<file path="config.mk">
export PLATFORM = sky130hd
export DESIGN_NAME = dsram_ctl_flat
export DESIGN_NICKNAME = d
export VERILOG_FILES = /design/src/core/dsram_pkg.sv /design/src/core/dsram_if.sv /design/src/core/dsram_ctl.sv /design/src/flat_wrapper.sv
export VERILOG_INCLUDE_DIRS = /design/src /design/src/core
export SDC_FILE = /design/constraint.sdc
export NUM_CORES = 1
export LEC_CHECK = 0
export ABC_AREA = 1
export BUFFER_PORTS_ARGS = -buffer_cell sky130_fd_sc_hd__buf_2
export CAP_MARGIN = 20
export CORE_UTILIZATION = 40
export DETAILED_ROUTE_END_ITERATION = 16
export PLACE_DENSITY = 0.58
export SLEW_MARGIN = 0
export SYNTH_ARGS = -nofsm -noshare
export SYNTH_HDL_FRONTEND = slang
export SYNTH_SLANG_ARGS = --single-unit
export TNS_END_PERCENT = 100
</file>
<file path="constraint.sdc">
create_clock -name pclk -period 2 [get_ports pclk]
set_input_delay 0.2 -clock pclk [delete_from_list [all_inputs] [get_ports pclk]]
set_output_delay 0.2 -clock pclk [all_outputs]
set_load 0.02 [all_outputs]
</file>
<file path="src/core/dsram_regs.svh">
// Purpose: Constants shared by both ends of the burst SRAM link.
// Assumes: 32-bit APB on the controller, pclk at 100 MHz.
// Notes:   Offsets are byte addresses of aligned words.
//
// Overview of operation
// - Write: select low at K rise, two words.
// - Read: words at t+1 and t+2 output edges; the code uses t+1.5 and t+2 (PLL on), t+1 and t+1.5 (off).
// - Burst words go to address and address+1.
// - Power-up deselected, read outputs released.
// - Inputs on input clocks, outputs on output clocks.
// - Select zero low writes low lane only.
// - Select one low writes upper lane only.
// - All selects high: nothing stored.
// - Nine-bit width: one select gates word.
// - Each half applies its own mask.
// - Park clocks high when stopped, preferably.
// - PLL disabled: one cycle read latency.
// - Release outputs one edge after last word.
// - Read of fresh write returns newest data.
`ifndef DSRAM_REGS_SVH
`define DSRAM_REGS_SVH

// ----------------------------------------------------------------
// Register offsets
// ----------------------------------------------------------------
`define DSRAM_CTRL_OFS   8'h00
`define DSRAM_CMD_OFS    8'h04
`define DSRAM_WADDR_OFS  8'h08
`define DSRAM_RADDR_OFS  8'h0c
`define DSRAM_WD0_OFS    8'h10
`define DSRAM_WD1_OFS    8'h14
`define DSRAM_MASK_OFS   8'h18
`define DSRAM_RD0_OFS    8'h1c
`define DSRAM_RD1_OFS    8'h20
`define DSRAM_STAT_OFS   8'h24

// ----------------------------------------------------------------
// Fields and reset values
// ----------------------------------------------------------------
`define DSRAM_CTRL_PLL_BIT   0
`define DSRAM_CMD_WR_BIT     0
`define DSRAM_CMD_RD_BIT     1
`define DSRAM_STAT_BUSY_BIT  0
`define DSRAM_STAT_RDONE_BIT 1
`define DSRAM_MASK_H1_POS    8
`define DSRAM_CTRL_RST       1'b1
`define DSRAM_MASK_RST       16'h0000

// ----------------------------------------------------------------
// Lane width and timing
// ----------------------------------------------------------------
`define DSRAM_LANE_W     9
`define DSRAM_KHALF      8

`endif

</file>
<file path="src/core/dsram_pkg.sv">
// Purpose: Types shared by both ends of the burst SRAM link.
// Assumes: Nothing beyond the constants header.
// Notes:   One-hot state codes.
package dsram_pkg;

  typedef enum logic [2:0]
  {
    DSRAM_O_IDLE = 3'b001,
    DSRAM_O_W1   = 3'b010,
    DSRAM_O_TAIL = 3'b100
  } dsram_oseq_t;

  typedef enum logic [3:0]
  {
    DSRAM_C_IDLE   = 4'b0001,
    DSRAM_C_LAUNCH = 4'b0010,
    DSRAM_C_DATA   = 4'b0100,
    DSRAM_C_RDWT   = 4'b1000
  } dsram_cstate_t;

endpackage

</file>
<file path="src/core/dsram_if.sv">
// Purpose: Pins between the memory controller and the burst SRAM.
// Assumes: The controller makes all four link clocks.
// Notes:   Read data is released when q_oe_n is high.
`timescale 1ns/1ps
interface dsram_if #(
  parameter int DW  = 18,
  parameter int NBW = 2,
  parameter int AW  = 4
);
  logic           k;
  logic           k_n;
  logic           c;
  logic           c_n;
  logic           pll_disable_n;
  logic           read_port_select_n;
  logic           write_port_select_n;
  logic [AW-1:0]  addr;
  logic [NBW-1:0] byte_write_select_n;
  logic [DW-1:0]  d;
  logic [DW-1:0]  q;
  logic           q_oe_n;

  modport dev (
    input  k, k_n, c, c_n, pll_disable_n, read_port_select_n,
    input  write_port_select_n, addr, byte_write_select_n, d,
    output q, q_oe_n
  );

  modport ctl (
    output k, k_n, c, c_n, pll_disable_n, read_port_select_n,
    output write_port_select_n, addr, byte_write_select_n, d,
    input  q, q_oe_n
  );
endinterface

</file>
<file path="src/core/dsram_ctl.sv">
// Purpose: Memory controller end: makes link clocks, runs bursts.
// Assumes: Software drives it over APB; pclk at 100 MHz.
// Notes:   One burst at a time; KHALF of at least 8 leaves margin.
`timescale 1ns/1ps
`include "dsram_regs.svh"
module dsram_ctl #(
  parameter int DW    = 18,
  parameter int NBW   = 2,
  parameter int AW    = 4,
  parameter int KHALF = `DSRAM_KHALF
) (
  input  wire logic        pclk,
  input  wire logic        presetn,
  input  wire logic        psel,
  input  wire logic        penable,
  input  wire logic        pwrite,
  input  wire logic [7:0]  paddr,
  input  wire logic [31:0] pwdata,
  output logic      [31:0] prdata,
  output logic             pready,
  output logic             pslverr,
  dsram_if.ctl             link
);
  import dsram_pkg::*;

  // ----------------------------------------------------------------
  // Link clock divider
  // ----------------------------------------------------------------
  localparam int PW = $clog2(2*KHALF);
  localparam logic [PW-1:0] PH_LAST = PW'(2*KHALF-1);
  localparam logic [PW-1:0] PH_PREK = PW'(KHALF + KHALF/2);
  localparam logic [PW-1:0] PH_PRKN = PW'(KHALF/2);
  localparam logic [PW-1:0] PH_MID  = PW'(KHALF-1);

  logic [PW-1:0] ph_ff;
  logic          k_ff;
  wire  [PW-1:0] nxt_ph = (ph_ff == PH_LAST) ? '0 : ph_ff + 1'b1;

  // Clocks idle high in reset, the preferred parking level.
  always_ff @(posedge pclk or negedge presetn)
  begin
    if (!presetn)
    begin
      ph_ff <= '0;
      k_ff  <= 1'b1;
    end
    else
    begin
      ph_ff <= nxt_ph;
      k_ff  <= (nxt_ph < PW'(KHALF));
    end
  end

  // c follows k so the device's two edge sets line up.
  assign link.k   = k_ff;
  assign link.k_n = ~k_ff;
  assign link.c   = k_ff;
  assign link.c_n = ~k_ff;

  wire pre_k  = ph_ff == PH_PREK;
  wire pre_kn = ph_ff == PH_PRKN;
  wire smp    = (ph_ff == PH_LAST) | (ph_ff == PH_MID);

  // ----------------------------------------------------------------
  // APB registers
  // ----------------------------------------------------------------
  logic           pll_en_ff;
  logic [AW-1:0]  waddr_ff;
  logic [AW-1:0]  raddr_ff;
  logic [DW-1:0]  wd0_ff;
  logic [DW-1:0]  wd1_ff;
  logic [15:0]    mask_ff;
  logic [DW-1:0]  rd0_ff;
  logic [DW-1:0]  rd1_ff;
  logic           rdone_ff;
  logic           go_wr_ff;
  logic           go_rd_ff;
  dsram_cstate_t  st_ff;

  wire busy   = st_ff != DSRAM_C_IDLE;
  wire wr_acc = psel & penable & pwrite;
  wire sel_ct = paddr == `DSRAM_CTRL_OFS;
  wire sel_cm = paddr == `DSRAM_CMD_OFS;
  wire sel_wa = paddr == `DSRAM_WADDR_OFS;
  wire sel_ra = paddr == `DSRAM_RADDR_OFS;
  wire sel_w0 = paddr == `DSRAM_WD0_OFS;
  wire sel_w1 = paddr == `DSRAM_WD1_OFS;
  wire sel_mk = paddr == `DSRAM_MASK_OFS;
  wire sel_r0 = paddr == `DSRAM_RD0_OFS;
  wire sel_r1 = paddr == `DSRAM_RD1_OFS;
  wire sel_st = paddr == `DSRAM_STAT_OFS;
  wire mapped = sel_ct | sel_cm | sel_wa | sel_ra | sel_w0 | sel_w1 |
                sel_mk | sel_r0 | sel_r1 | sel_st;
  wire cmd_ok = wr_acc & sel_cm & ~busy;
  wire cmd_rd = cmd_ok & pwdata[`DSRAM_CMD_RD_BIT];
  wire rd_fin;

  wire [31:0] rd_mux =
      sel_ct ? {31'h0, pll_en_ff} :
      sel_wa ? 32'(waddr_ff) :
      sel_ra ? 32'(raddr_ff) :
      sel_w0 ? 32'(wd0_ff) :
      sel_w1 ? 32'(wd1_ff) :
      sel_mk ? {16'h0, mask_ff} :
      sel_r0 ? 32'(rd0_ff) :
      sel_r1 ? 32'(rd1_ff) :
      sel_st ? {30'h0, rdone_ff, busy} : 32'h0;

  // Read data is registered in setup so the access phase needs no wait.
  assign pready  = 1'b1;
  assign pslverr = psel & penable & ~mapped;

  always_ff @(posedge pclk or negedge presetn)
  begin
    if (!presetn)
    begin
      prdata    <= 32'h0;
      pll_en_ff <= `DSRAM_CTRL_RST;
      waddr_ff  <= '0;
      raddr_ff  <= '0;
      wd0_ff    <= '0;
      wd1_ff    <= '0;
      mask_ff   <= `DSRAM_MASK_RST;
      rdone_ff  <= 1'b0;
    end
    else
    begin
      if (psel & ~penable)
        prdata <= rd_mux;
      if (wr_acc & sel_ct)
        pll_en_ff <= pwdata[`DSRAM_CTRL_PLL_BIT];
      if (wr_acc & sel_wa)
        waddr_ff <= pwdata[AW-1:0];
      if (wr_acc & sel_ra)
        raddr_ff <= pwdata[AW-1:0];
      if (wr_acc & sel_w0)
        wd0_ff <= pwdata[DW-1:0];
      if (wr_acc & sel_w1)
        wd1_ff <= pwdata[DW-1:0];
      if (wr_acc & sel_mk)
        mask_ff <= pwdata[15:0];
      // A completing read wins over the clear from a new command.
      rdone_ff <= rd_fin | (rdone_ff & ~cmd_rd);
    end
  end

  assign link.pll_disable_n = pll_en_ff;

  // ----------------------------------------------------------------
  // Burst sequencer
  // ----------------------------------------------------------------
  logic [DW-1:0]  q1_ff;
  logic [DW-1:0]  q2_ff;
  logic [2:0]     scnt_ff;
  logic           rsl_n_ff;
  logic           wsl_n_ff;
  logic [AW-1:0]  addr_ff;
  logic [NBW-1:0] bsl_n_ff;
  logic [DW-1:0]  d_ff;

  // Sample counts where read words are stable after the device's
  // synchroniser and output register delays.
  wire [2:0] n_w0 = pll_en_ff ? 3'h3 : 3'h2;
  wire [2:0] n_w1 = pll_en_ff ? 3'h4 : 3'h3;
  assign rd_fin = (st_ff == DSRAM_C_RDWT) & smp & (scnt_ff == n_w1);

  always_ff @(posedge pclk or negedge presetn)
  begin
    if (!presetn)
    begin
      st_ff    <= DSRAM_C_IDLE;
      go_wr_ff <= 1'b0;
      go_rd_ff <= 1'b0;
      scnt_ff  <= 3'h0;
      rsl_n_ff <= 1'b1;
      wsl_n_ff <= 1'b1;
      addr_ff  <= '0;
      bsl_n_ff <= '1;
      d_ff     <= '0;
      q1_ff    <= '0;
      q2_ff    <= '0;
      rd0_ff   <= '0;
      rd1_ff   <= '0;
    end
    else
    begin
      q1_ff <= link.q;
      q2_ff <= q1_ff;
      unique case (st_ff)
        DSRAM_C_IDLE:
        begin
          if (cmd_ok & (pwdata[1:0] != 2'b00))
          begin
            go_wr_ff <= pwdata[`DSRAM_CMD_WR_BIT];
            go_rd_ff <= pwdata[`DSRAM_CMD_RD_BIT];
            st_ff    <= DSRAM_C_LAUNCH;
          end
        end
        DSRAM_C_LAUNCH:
        begin
          if (pre_k)
          begin
            rsl_n_ff <= ~go_rd_ff;
            wsl_n_ff <= ~go_wr_ff;
            addr_ff  <= raddr_ff;
            d_ff     <= wd0_ff;
            bsl_n_ff <= mask_ff[NBW-1:0];
            st_ff    <= DSRAM_C_DATA;
          end
        end
        DSRAM_C_DATA:
        begin
          if (pre_kn)
          begin
            rsl_n_ff <= 1'b1;
            wsl_n_ff <= 1'b1;
            addr_ff  <= waddr_ff;
            d_ff     <= wd1_ff;
            bsl_n_ff <= mask_ff[`DSRAM_MASK_H1_POS +: NBW];
            scnt_ff  <= 3'h0;
            st_ff    <= go_rd_ff ? DSRAM_C_RDWT : DSRAM_C_IDLE;
          end
        end
        DSRAM_C_RDWT:
        begin
          if (smp)
          begin
            scnt_ff <= scnt_ff + 3'h1;
            if (scnt_ff == n_w0)
              rd0_ff <= q2_ff;
            if (rd_fin)
            begin
              rd1_ff <= q2_ff;
              st_ff  <= DSRAM_C_IDLE;
            end
          end
        end
      endcase
    end
  end

  assign link.read_port_select_n  = rsl_n_ff;
  assign link.write_port_select_n = wsl_n_ff;
  assign link.addr                = addr_ff;
  assign link.byte_write_select_n = bsl_n_ff;
  assign link.d                   = d_ff;

endmodule // dsram_ctl

</file>
<file path="src/flat_wrapper.sv">
// flat-port wrapper written by rule: the top's interface ports become plain ports
module dsram_ctl_flat import dsram_pkg::*;
#(
  parameter int DW    = 18,
  parameter int NBW   = 2,
  parameter int AW    = 4,
  parameter int KHALF = `DSRAM_KHALF
)
  (pclk, presetn, psel, penable, pwrite, paddr, pwdata, prdata, pready, pslverr, link_k, link_k_n, link_c, link_c_n, link_pll_disable_n, link_read_port_select_n, link_write_port_select_n, link_addr, link_byte_write_select_n, link_d, link_q, link_q_oe_n);
  dsram_if #(.DW(DW), .NBW(NBW), .AW(AW)) link_i ();
  input  wire logic pclk;
  input  wire logic presetn;
  input  wire logic psel;
  input  wire logic penable;
  input  wire logic pwrite;
  input  wire logic [7:0] paddr;
  input  wire logic [31:0] pwdata;
  output logic      [31:0] prdata;
  output logic pready;
  output logic pslverr;
  output wire logic [$bits(link_i.k)-1:0] link_k;
  output wire logic [$bits(link_i.k_n)-1:0] link_k_n;
  output wire logic [$bits(link_i.c)-1:0] link_c;
  output wire logic [$bits(link_i.c_n)-1:0] link_c_n;
  output wire logic [$bits(link_i.pll_disable_n)-1:0] link_pll_disable_n;
  output wire logic [$bits(link_i.read_port_select_n)-1:0] link_read_port_select_n;
  output wire logic [$bits(link_i.write_port_select_n)-1:0] link_write_port_select_n;
  output wire logic [$bits(link_i.addr)-1:0] link_addr;
  output wire logic [$bits(link_i.byte_write_select_n)-1:0] link_byte_write_select_n;
  output wire logic [$bits(link_i.d)-1:0] link_d;
  input wire logic [$bits(link_i.q)-1:0] link_q;
  input wire logic [$bits(link_i.q_oe_n)-1:0] link_q_oe_n;
  assign link_k = link_i.k;
  assign link_k_n = link_i.k_n;
  assign link_c = link_i.c;
  assign link_c_n = link_i.c_n;
  assign link_pll_disable_n = link_i.pll_disable_n;
  assign link_read_port_select_n = link_i.read_port_select_n;
  assign link_write_port_select_n = link_i.write_port_select_n;
  assign link_addr = link_i.addr;
  assign link_byte_write_select_n = link_i.byte_write_select_n;
  assign link_d = link_i.d;
  assign link_i.q = link_q;
  assign link_i.q_oe_n = link_q_oe_n;
  dsram_ctl #(.DW(DW), .NBW(NBW), .AW(AW), .KHALF(KHALF)) u_core (.pclk(pclk), .presetn(presetn), .psel(psel), .penable(penable), .pwrite(pwrite), .paddr(paddr), .pwdata(pwdata), .prdata(prdata), .pready(pready), .pslverr(pslverr), .link(link_i));
endmodule
</file>
==> reports/metrics.cfg, run 1 <==
[clocking]
numCtsBuffers = 17
ctsHtreeMaxLevel = 4
clock-root-buffer = clkbuf_16
cts.sinks = 192
cts_tree = done
cts_max_path_buffers = 2
clkLatencyLatePin_ps = 440
clkTransAtPathRegs_ps = 70

[worst_setup_path]
required_ps = 2330
cp-startpoint = u_core.st_ff[1]
critical_path.most_common_cell = nand2_1
cp-end-kind = register
crit_buf_inv = 2
r2r-start = u_core.st_ff[1]
crit_path_start_kind = register
path_class = reg2reg
cp.arrival_ps = 2080
cp_slowest_stage_delay_ps = 400
crit_chain = nor2_2 > nand2_1 > nor2_2 > buf_4 > buf_4 > nand2_1 > o21ai_0 > nand2_1 > o21a_1
critPathMaxFanout = 23
path_delay_family = simple AND/OR/NAND/NOR gates
cpMaxStageDelayCell = dfrtp_1

[floorplan]
die_w_um = 146
start_util = 0.408
die-area_um2 = 21200
coreArea_um2 = 20200
row_count = 52
die_h_um = 146
io_pins = 129

[logic_synthesis]
synth_edf_count = 0
ys_async_sr_fraction = 1.00
yosysTopAreaCell = dfrtp_1
yosys.area.top_type_share = 0.561
synth.yosys.seq_area_share = 0.583
synth_seq_cells = 192
yosysWarnings = 0
synth_cells = 919
yosysMostFrequentCell = nand2_1
synthFlopType = dfrtp_1
syn_area_um2 = 8250
synth_commonest_cells = nand2_1 (263), dfrtp_1 (185), o21ai_1 (96), inv_1 (73), nand3_1 (42)
ys_types = 36
netlist_top_cells_area = dfrtp_1 (56%), nand2_1 (12%), o21ai_1 (5.8%)
avgSynthCellArea_um2 = 8.98

[detailed_routing]
drt_iter0_drc = 507
final_antenna_net_count = 0
first_pass_iters = 4
via_per_inst = 4.88
drt_wl_total_um = 19700
drc_errors = 0
wl_per_cell_um = 14.9
vias = 6440

[timing]
finalSetupTns_ps = 0
rsz0062_at_grt = false
final-setup-viol-count = 0
slew_violations = 0
setup_ws_ps = 250
period_minus_slack_ps = 1750
finClkSkew_ps = 7.94
hold_viol_final = 0
post-route-period-util = 0.875
max_freq_ghz = 0.571
slew_headroom = 0.416
worst_pin_slew_ps = 875

[power]
power.leakage_nw = 5.04
p_total_mw = 9.83
peakVddDrop_mv = 0.608
power_density_nw_per_um2 = 994

[place]
place_area_um2 = 9120
gp_congestion = 0.799
dp_hpwl_um = 13700
io_buffers = 98
dp_slack_ps = 265

[global_route]
grt_pass1_wl_um = 32500
grt_max_degree = 59
overflow = 0
antenna_found_initial = 0
grt_use_total = 0.197
grt_pass1_vias = 6118

[final_layout]
antenna_cells = 0
fin_util = 0.489
design_area_um2 = 9890
area_delta_synth_final_pct = 19.9
final_nets = 1105
drive_above_1_share = 0.198

[outcome]
status = finished clean

[job]
max_cap_violations = 0

[min_path]
min-delay-path-class = in2reg
hold_start = pwdata[16]

[stage by stage]
step / instances / hold slack [ps]
4_1_cts: 1321 / 22.9
6_report: 1321 / 33.2
3_5_place_dp: 1270 / 209
2_1_floorplan: 932 / -95.6
3_3_place_gp: 1270 / 208
5_1_grt: 1321 / 38.6
[registers in the layout, summed over array words and instances, names as in the netlist]
name                             cells
u_core.link.d                       18
u_core.prdata                       18
u_core.q1_ff                        18
u_core.q2_ff                        18
u_core.rd0_ff                       18
u_core.rd1_ff                       18
u_core.wd0_ff                       18
u_core.wd1_ff                       18
u_core.mask_ff                      16
u_core.link.addr                     4
u_core.ph_ff                         4
u_core.raddr_ff                      4
u_core.st_ff                         4
u_core.waddr_ff                      4
u_core.scnt_ff                       3
u_core.link.byte_write_select_n      2
u_core.go_rd_ff                      1
u_core.go_wr_ff                      1
u_core.link.c                        1
u_core.link.pll_disable_n            1
u_core.link.read_port_select_n       1
u_core.link.write_port_select_n      1
u_core.rdone_ff                      1
[cell type report]
| type | instances | area [um^2] |
|---|---|---|
| Fill cell | 1960 | 10300 |
| Inverter | 81 | 304 |
| Clock inverter | 13 | 121 |
| Multi-Input combinational cell | 602 | 2870 |
| Timing Repair Buffer | 144 | 992 |
| Sequential cell | 192 | 4810 |
| Tap cell | 270 | 338 |
| Clock buffer | 19 | 453 |
[cell families after synthesis]
group / Yosys count / share of synthesized area
flops: 192 / 0.583
xor+xnor: 4 / 0.00425
fa+ha+maj: 3 / 0.00455
other cells: 2 / 0.000910
compound gates: 195 / 0.131
simple gates: 385 / 0.201
buf+inv: 138 / 0.0749
[placed cells by master (no fill, tap or decap), types with 2 or more instances in the layout]
cell           instances
conb_1                15
dfstp_2                7
nand2_2                2
nand3_1               42
nand4_1               11
buf_12                 8
nor2_2                 9
clkbuf_8               3
ha_1                   3
o22ai_1                3
nor2_4                 3
a21oi_1               23
inv_1                 73
o21a_1                 6
nand2_1              263
buf_2                 97
nand3_2                2
inv_8                  3
dlygate4sd3_1         19
o211ai_1              29
o2111ai_1              2
o21ai_1               96
buf_4                 19
clkinvlp_4             3
nor2_1                28
clkbuf_16             17
o21ai_0               33
xor2_1                 3
inv_6                  4
inv_2                  7
or2_2                 20
dfrtp_1              185
[layer usage]
layer	vias to the layer above	wire, um	global-route usage	part of all wire
met5	-	0	0	0
met4	0	294	0.0663	0.015
met3	21	944	0.0307	0.048
met2	171	8520	0.291	0.43
met1	3045	9930	0.294	0.50
li1	3203	-	-	-
[power by group]
| group | switching (mW) | internal (mW) |
|---|---|---|
| sequential | 0.136 | 4.20 |
| clock | 1.59 | 1.71 |
| combinational | 1.45 | 0.752 |
[worst paths after layout]
| path | cells after the start | slack, ps | to |
|---|---|---|---|
| min in group asynchronous | 2 | 290 | u_core.link.d[12] |
| max in group asynchronous | 3 | 930 | u_core.st_ff[0] |
| worst min-delay path | 3 | 30 | u_core.wd0_ff[16] |
| worst min register to register | 0 | 350 | u_core.q2_ff[2] |
| worst max-delay path | 9 | 250 | u_core.link.addr[2] |
| worst max register to register | 9 | 250 | u_core.link.addr[2] |
[what timing repair did]
item	CTS	global route
hold buffers	19	0
hold endpoints to repair	69	0
resized for setup	0	0
setup buffers	0	0
[worst register-to-register path: stages, from the launching register on]
cell,delay (ps)
dfrtp_1,400
nor2_2,140
nand2_1,70
nor2_2,210
buf_4,320
buf_4,200
nand2_1,50
o21ai_0,70
nand2_1,80
o21a_1,100
(Power assumes the default switching activity.)
==> run 2: changes to the inputs <==
--- a/config.mk
+++ b/config.mk
@@ -6,7 +6,6 @@
 export SDC_FILE = /design/constraint.sdc
 export NUM_CORES = 1
 export LEC_CHECK = 0
-export ABC_AREA = 1
 export BUFFER_PORTS_ARGS = -buffer_cell sky130_fd_sc_hd__buf_2
 export CAP_MARGIN = 20
 export CORE_UTILIZATION = 40
==> run 2 against run 1 <==
Net effect:
- the run now ends with negative setup slack left
- fmax shrank 13%
- critical path depth shrank 3
- combinational power shrank 65%
- total power shrank 16%
- cell area grew 2.0%
- highest routed layer unchanged
- synthesized cell count shrank 23%
- clock power grew 2%
- utilization grew 0.98 points
- final cell count shrank 15%
- via count shrank 8.4%
- count of clock-buffer cells in the layout shrank 1
- hold slack gained 2.7 ps
==> reports/metrics.cfg, run 2 <==
[floorplan]
row_count = 52  ; unchanged
die_h_um = 146  ; about the same
coreArea_um2 = 20200  ; unchanged
io_pins = 129  ; unchanged
die-area_um2 = 21200  ; about the same
die_w_um = 146  ; about the same
start_util = 0.408  ; about the same

[logic_synthesis]
avgSynthCellArea_um2 = 11.7  ; +30%
yosysWarnings = 0  ; unchanged
yosysMostFrequentCell = dfrtp_1
synth-compound-area-share = 0.109  ; -0.0218
syn_area_um2 = 8260  ; about the same
synthFlopType = dfrtp_1
synth-xor-area-share = 0.00212  ; -0.00213
synth_cells = 705  ; -23%
synth_edf_count = 0  ; unchanged
netlist_top_cells_area = dfrtp_1 (56%), mux2_2 (13%), nand2_1 (3.6%)
yosys.area.top_type_share = 0.561  ; about the same
yosysTopAreaCell = dfrtp_1
synth_top_family_by_area = multiplexers
synth_commonest_cells = dfrtp_1 (185), mux2_2 (98), nand2_1 (80), o21ai_0 (45), nor2_1 (42)
synth-simple-area-share = 0.111  ; -0.0899
ys_types = 51  ; +42%
synth_seq_cells = 192  ; unchanged
muxShareOfSynthArea = 0.146  ; +0.146
synthAdderAreaFrac = 0.00455  ; about the same
ys_async_sr_fraction = 1.00  ; unchanged
synth.yosys.seq_area_share = 0.583  ; about the same

[global_route]
antenna_found_initial = 1  ; +1
grt_pass1_wl_um = 32800  ; +0.96%
grt_max_degree = 57  ; -3.4%
overflow = 0  ; unchanged
grt_pass1_vias = 5997  ; -2.0%
grt_use_total = 0.200  ; +0.00326

[timing]
final-setup-viol-count = 6  ; +6
rsz0062_at_grt = true
finClkSkew_ps = 10.8  ; +2.90 ps
post-route-period-util = 1.00  ; +0.130
finalSetupTns_ps = -31.5  ; -31.5 ps
slew_violations = 0  ; unchanged
setup_ws_ps = -9.84  ; -260 ps
max_freq_ghz = 0.498  ; -13%
hold_viol_final = 0  ; unchanged
slew_headroom = 0.645  ; +0.229
worst_pin_slew_ps = 526  ; -349 ps
period_minus_slack_ps = 2010  ; +260 ps

[clocking]
numCtsBuffers = 17  ; unchanged
clock-root-buffer = clkbuf_16
ctsHtreeMaxLevel = 4  ; unchanged
clkLatencyLatePin_ps = 430  ; about the same
cts_tree = done
clkTransAtPathRegs_ps = 70  ; about the same
cts_max_path_buffers = 2  ; unchanged
cts.sinks = 192  ; unchanged

[place]
gp_congestion = 0.877  ; +9.8%
dp_slack_ps = -9.57  ; -275 ps
io_buffers = 98  ; unchanged
place_area_um2 = 9250  ; +1.3%
place_inst = 1071  ; -16%
dp_hpwl_um = 14500  ; +6.1%

[final_layout]
design_area_um2 = 10100  ; +2.0%
multiInputGateArea_um2 = 3160  ; +10%
area_delta_synth_final_pct = 22.2
register_area_um2 = 4820  ; about the same
drive_above_1_share = 0.348  ; +0.150
final_cell_mix = dfrtp_1 (183), mux2_2 (97), buf_2 (97), nand2_1 (80), o21ai_0 (45)
n_fill_cell = 1828  ; -6.7%
layout_commonest_cell = dfrtp_1
layoutNonFillerInstCount = 1127  ; -15%
final_nets = 910  ; -18%

[min_path]
hold_path_depth = 2  ; -1
hold_start = pwdata[7]
min-delay-path-class = in2reg

[detailed_routing]
drt_iter0_drc = 300  ; -41%
drc_errors = 0  ; unchanged
final_antenna_net_count = 0  ; unchanged
vias = 5901  ; -8.4%
first_pass_iters = 5  ; +1
wl_per_cell_um = 18.4  ; +24%
via_per_inst = 5.24  ; +7.4%
drt_wl_total_um = 20800  ; +5.6%

[power]
power.leakage_nw = 4.80  ; -4.7%
power_density_nw_per_um2 = 821  ; -17%
peakVddDrop_mv = 0.625  ; +2.9%

[worst_setup_path]
crit_path_start_kind = register
critical_path.most_common_cell = nor4b_4
rr_worst_depth = 6  ; -3
cp.arrival_ps = 2320  ; +240 ps
cpMaxStageDelayCell = dfrtp_2
r2r-start = u_core.st_ff[2]
critPathMaxFanout = 9  ; -61%
path_class = reg2reg
cp-startpoint = u_core.st_ff[2]
cp_slowest_stage_delay_ps = 460  ; +60 ps
cp-end-kind = register
required_ps = 2310  ; -20 ps
crit_chain = nor4b_4 > nand3_4 > nor4b_4 > buf_6 > clkbuf_16 > mux2_2

[outcome]
violations = negative setup slack
status = finished with violations

[job]
max_cap_violations = 0  ; unchanged

## run 2: changes by cell type after synthesis, sizes merged, moves of 9 or more
cell    change
o21ai      -84
nand4      -10
o211ai     -29
or2        -19
nand3      -26
nand2     -183
mux2       +98
a32oi       +9
a31oi      +29
inv        -64
## run 2: per-stage QoR
stage                     hold slack (ps)  utilization  total power, mW
after floorplan                     -95.6            -             4.61
after global placement                206        0.457             4.97
after detailed placement              219        0.457             4.99
after CTS                            15.6        0.495             8.39
after global routing                 30.5        0.499             8.60
final                                35.9        0.499             8.28
## run 2: area by class of cell
type,instances,area share
diodes,1,0.000248
clock buffers,18,0.0435
clock inverters,14,0.0143
inverters,16,0.00595
multi-input cells,455,0.313
flip-flops and latches,192,0.477
well taps,270,0.0335
repair buffers,161,0.112
## run 2: routing by layer
metal / vias up / wire length [um] / GRT usage
met5: - / 0 / 0
met1: 2963 / 9870 / 0.283
met2: 162 / 9810 / 0.314
met4: 0 / 168 / 0.0563
met3: 15 / 924 / 0.0373
li1: 2761 / - / -
## run 2: critical path: cells and delay by family (launching register included)
kind                   cells  cell delay (ps)
buffers and inverters      2              350
muxes                      1              330
and+or+nand+nor            3              750
DFF                        1              460
## run 2: final timing paths
| check | end | slack, ps |
|---|---|---|
| worst max-delay path | u_core.rd0_ff[0] | -10 |
| worst min-delay path | u_core.wd0_ff[7] | 40 |
| worst max register to register | u_core.rd0_ff[0] | -10 |
| worst min register to register | u_core.q2_ff[3] | 350 |
| max in group asynchronous | u_core.st_ff[0] | 1030 |
| min in group asynchronous | u_core.link.d[10] | 310 |
## run 2: logic make-up (layout without fill, tap and decap cells)
| group | after synthesis | count (layout) |
|---|---|---|
| muxes | 107 | 107 |
| xor gates and xnor gates | 2 | 2 |
| adders and majority gates | 3 | 3 |
| and+or+nand+nor | 186 | 186 |
| DFF | 192 | 192 |
| AOI/OAI and AO/OA | 142 | 142 |
| other | 2 | 16 |
| buffers and inverters | 71 | 209 |
## run 2: what timing repair did
action,in CTS,in global routing
gates cloned,0,1
hold buffers,19,0
pin swaps,0,1
setup buffers,0,3
setup endpoints to repair,12,28
hold endpoints to repair,67,0
gates resized for setup,1,6
## run 2: where the power goes
| part | internal [mW] | switching (mW) |
|---|---|---|
| logic | 0.275 | 0.495 |
| registers | 4.06 | 0.103 |
| clock network | 1.79 | 1.56 |
==> run 3: changes to the inputs <==
==> constraint.sdc (replaced) <==
create_clock -name pclk -period 2 [get_ports pclk]
set_input_delay 0.1 -clock pclk [delete_from_list [all_inputs] [get_ports pclk]]
set_output_delay 0.1 -clock pclk [all_outputs]
set_load 0.02 [all_outputs]
==> run 3 against run 2 <==
Net effect:
- the flow now finishes without violations
- die area is the same
- wire length is essentially flat
- fmax grew 2.4%
- register-to-register slack gained 50 ps
- critical path type unchanged
- sequential share of layout area shrank 0.52 points
- global-route usage grew 0.64 points
- clock skew grew 1.8 ps
- sequential power is essentially flat
- non-clock buffer count grew 10
- count of clock-buffer cells in the layout shrank 1
- largest power group unchanged
- first-iteration DRC count grew 1.0%
- cell area grew 1.1%
==> reports/metrics.cfg, run 3 (synthesis results as in run 2) <==
[floorplan]
coreArea_um2 = 20200  ; unchanged
die_h_um = 146  ; unchanged
start_util = 0.408  ; unchanged
row_count = 52  ; unchanged
io_pins = 129  ; unchanged
die-area_um2 = 21200  ; unchanged
die_w_um = 146  ; unchanged

[worst_setup_path]
cp-end-kind = register
critPathMaxFanout = 18  ; +9
crit_path_start_kind = register
required_ps = 2320  ; about the same
path_class = reg2reg
cp.arrival_ps = 2280  ; -40 ps

[timing]
setup_ws_ps = 36.9  ; +46.8 ps
max_freq_ghz = 0.509  ; +2.4%
holdWs_ps = 18.2  ; -17.8 ps
period_minus_slack_ps = 1960  ; -46.8 ps
slew_violations = 0  ; unchanged
hold_viol_final = 0  ; unchanged
final-setup-viol-count = 0  ; -6
finalSetupTns_ps = 0  ; +31.5 ps
worst_pin_slew_ps = 881  ; +355 ps
rsz0062_at_grt = true
finClkSkew_ps = 12.7  ; +1.81 ps
slew_headroom = 0.411  ; -0.234
post-route-period-util = 0.982  ; -0.0234

[clocking]
cts_max_path_buffers = 2  ; unchanged
cts.sinks = 192  ; unchanged
cts_tree = done
clock-root-buffer = clkbuf_16
clkTransAtPathRegs_ps = 80  ; about the same
clkLatencyLatePin_ps = 430  ; about the same
ctsHtreeMaxLevel = 4  ; unchanged
numCtsBuffers = 17  ; unchanged

[power]
switchingPower_mw = 2.23  ; +3.4%
p_comb_frac = 0.095  ; +0.002
peakVddDrop_mv = 0.546  ; -13%
p_sw_frac = 0.267  ; +0.00611
p_seq_frac = 0.497  ; -0.005
p_int_mw = 6.14  ; +0.16%
pwr-share-clk = 0.408  ; +0.003
power_density_nw_per_um2 = 821  ; about the same
power.leakage_nw = 4.83  ; +0.69%

[final_layout]
area_delta_synth_final_pct = 23.5
design_area_um2 = 10200  ; +1.1%
drive_above_1_share = 0.336  ; -0.0121
final_nets = 920  ; +1.1%
antenna_cells = 0  ; -1
layout_commonest_cell = dfrtp_1
final_cell_mix = dfrtp_1 (184), mux2_2 (97), buf_2 (97), nand2_1 (80), o21ai_0 (44)

[global_route]
grt_max_degree = 91  ; +60%
grt_use_total = 0.206  ; +0.00641
grt_pass1_wl_um = 34000  ; +3.5%
antenna_found_initial = 0  ; -1
overflow = 0  ; unchanged
grt_pass1_vias = 6071  ; +1.2%

[place]
dp_slack_ps = 38.8  ; +48.4 ps
io_buffers = 98  ; unchanged
gp_congestion = 0.859  ; -2.1%
dp_hpwl_um = 14500  ; -0.35%
place_area_um2 = 9210  ; -0.38%

[detailed_routing]
drt_iter0_drc = 303  ; +1.0%
vias = 5974  ; +1.2%
first_pass_iters = 4  ; -1
final_antenna_net_count = 0  ; unchanged
drt_wl_total_um = 20800  ; about the same
wl_per_cell_um = 18.3  ; -0.72%
via_per_inst = 5.26  ; +0.44%
drc_errors = 0  ; unchanged

[outcome]
status = finished clean

[job]
max_cap_violations = 0  ; unchanged

[min_path]
min-delay-path-class = in2reg

==> run 3: cell types whose count changed in the layout (fill, tap and decap cells not counted), moves of 4 or more <==
cell | previous run | this run
buf_4 | 35 | 31
dlygate4sd3_1 | 19 | 36
inv_6 | 7 | 3
inv_8 | 1 | 5
==> run 3: worst max-delay path: stages (launching register included) <==
cell and delay, ps:
dfrtp_1 470, nor4b_4 330, nand3_4 150, nor4b_4 330, buf_12 220, mux2_2 350
==> run 3: area by class of cell <==
cell class | instances | area, um^2
fillers | 1828 | 10000
flip-flops and latches | 192 | 4810
multi-input cells | 455 | 3180
repair buffers | 171 | 1210
clock buffers | 17 | 425
well taps | 270 | 338
clock inverters | 15 | 169
inverters | 16 | 60.1
==> run 3: what timing repair did <==
action	4_1_cts	5_1_grt
hold buffers	36	0
gates resized for setup	0	8
endpoints found under the setup margin	0	40
hold endpoints to repair	253	0
buffers inserted	0	0
==> run 3: final timing paths <==
| kind | startpoint | end | slack [ps] | depth (start not counted) |
|---|---|---|---|---|
| min | pwdata[0] | u_core.go_wr_ff | 20 | 3 |
| max | u_core.st_ff[2] | u_core.rd0_ff[13] | 40 | 5 |
| max reg2reg | u_core.st_ff[2] | u_core.rd0_ff[13] | 40 | 5 |
| max in group asynchronous | presetn | u_core.link.read_port_select_n | 1070 | 3 |
| min in group asynchronous | presetn | u_core.wd1_ff[10] | 120 | 2 |
| min reg2reg | u_core.q1_ff[2] | u_core.q2_ff[2] | 350 | 0 |
==> run 3: layer usage <==
layer,global-route usage,share of wire
met5,0,0
met2,0.330,0.48
met4,0.0584,0.013
met3,0.0310,0.033
met1,0.292,0.48
==> run 3: power groups by stage <==
stage	clock [mW]	sequential, mW	combinational (mW)
after floorplan	0	4.35	0.265
after global placement	0	4.23	0.733
after CTS	3.48	4.16	0.803
after global routing	3.66	4.18	0.869
after detailed placement	0	4.24	0.744
final	3.41	4.16	0.795
==> run 3: metrics by stage <==
stage	utilization	std cells	total power, mW
4_1_cts	0.502	1136	8.45
3_5_place_dp	0.455	1068	4.98
6_report	0.504	1136	8.37
3_3_place_gp	0.455	1068	4.96
2_1_floorplan	-	718	4.61
5_1_grt	0.504	1136	8.70
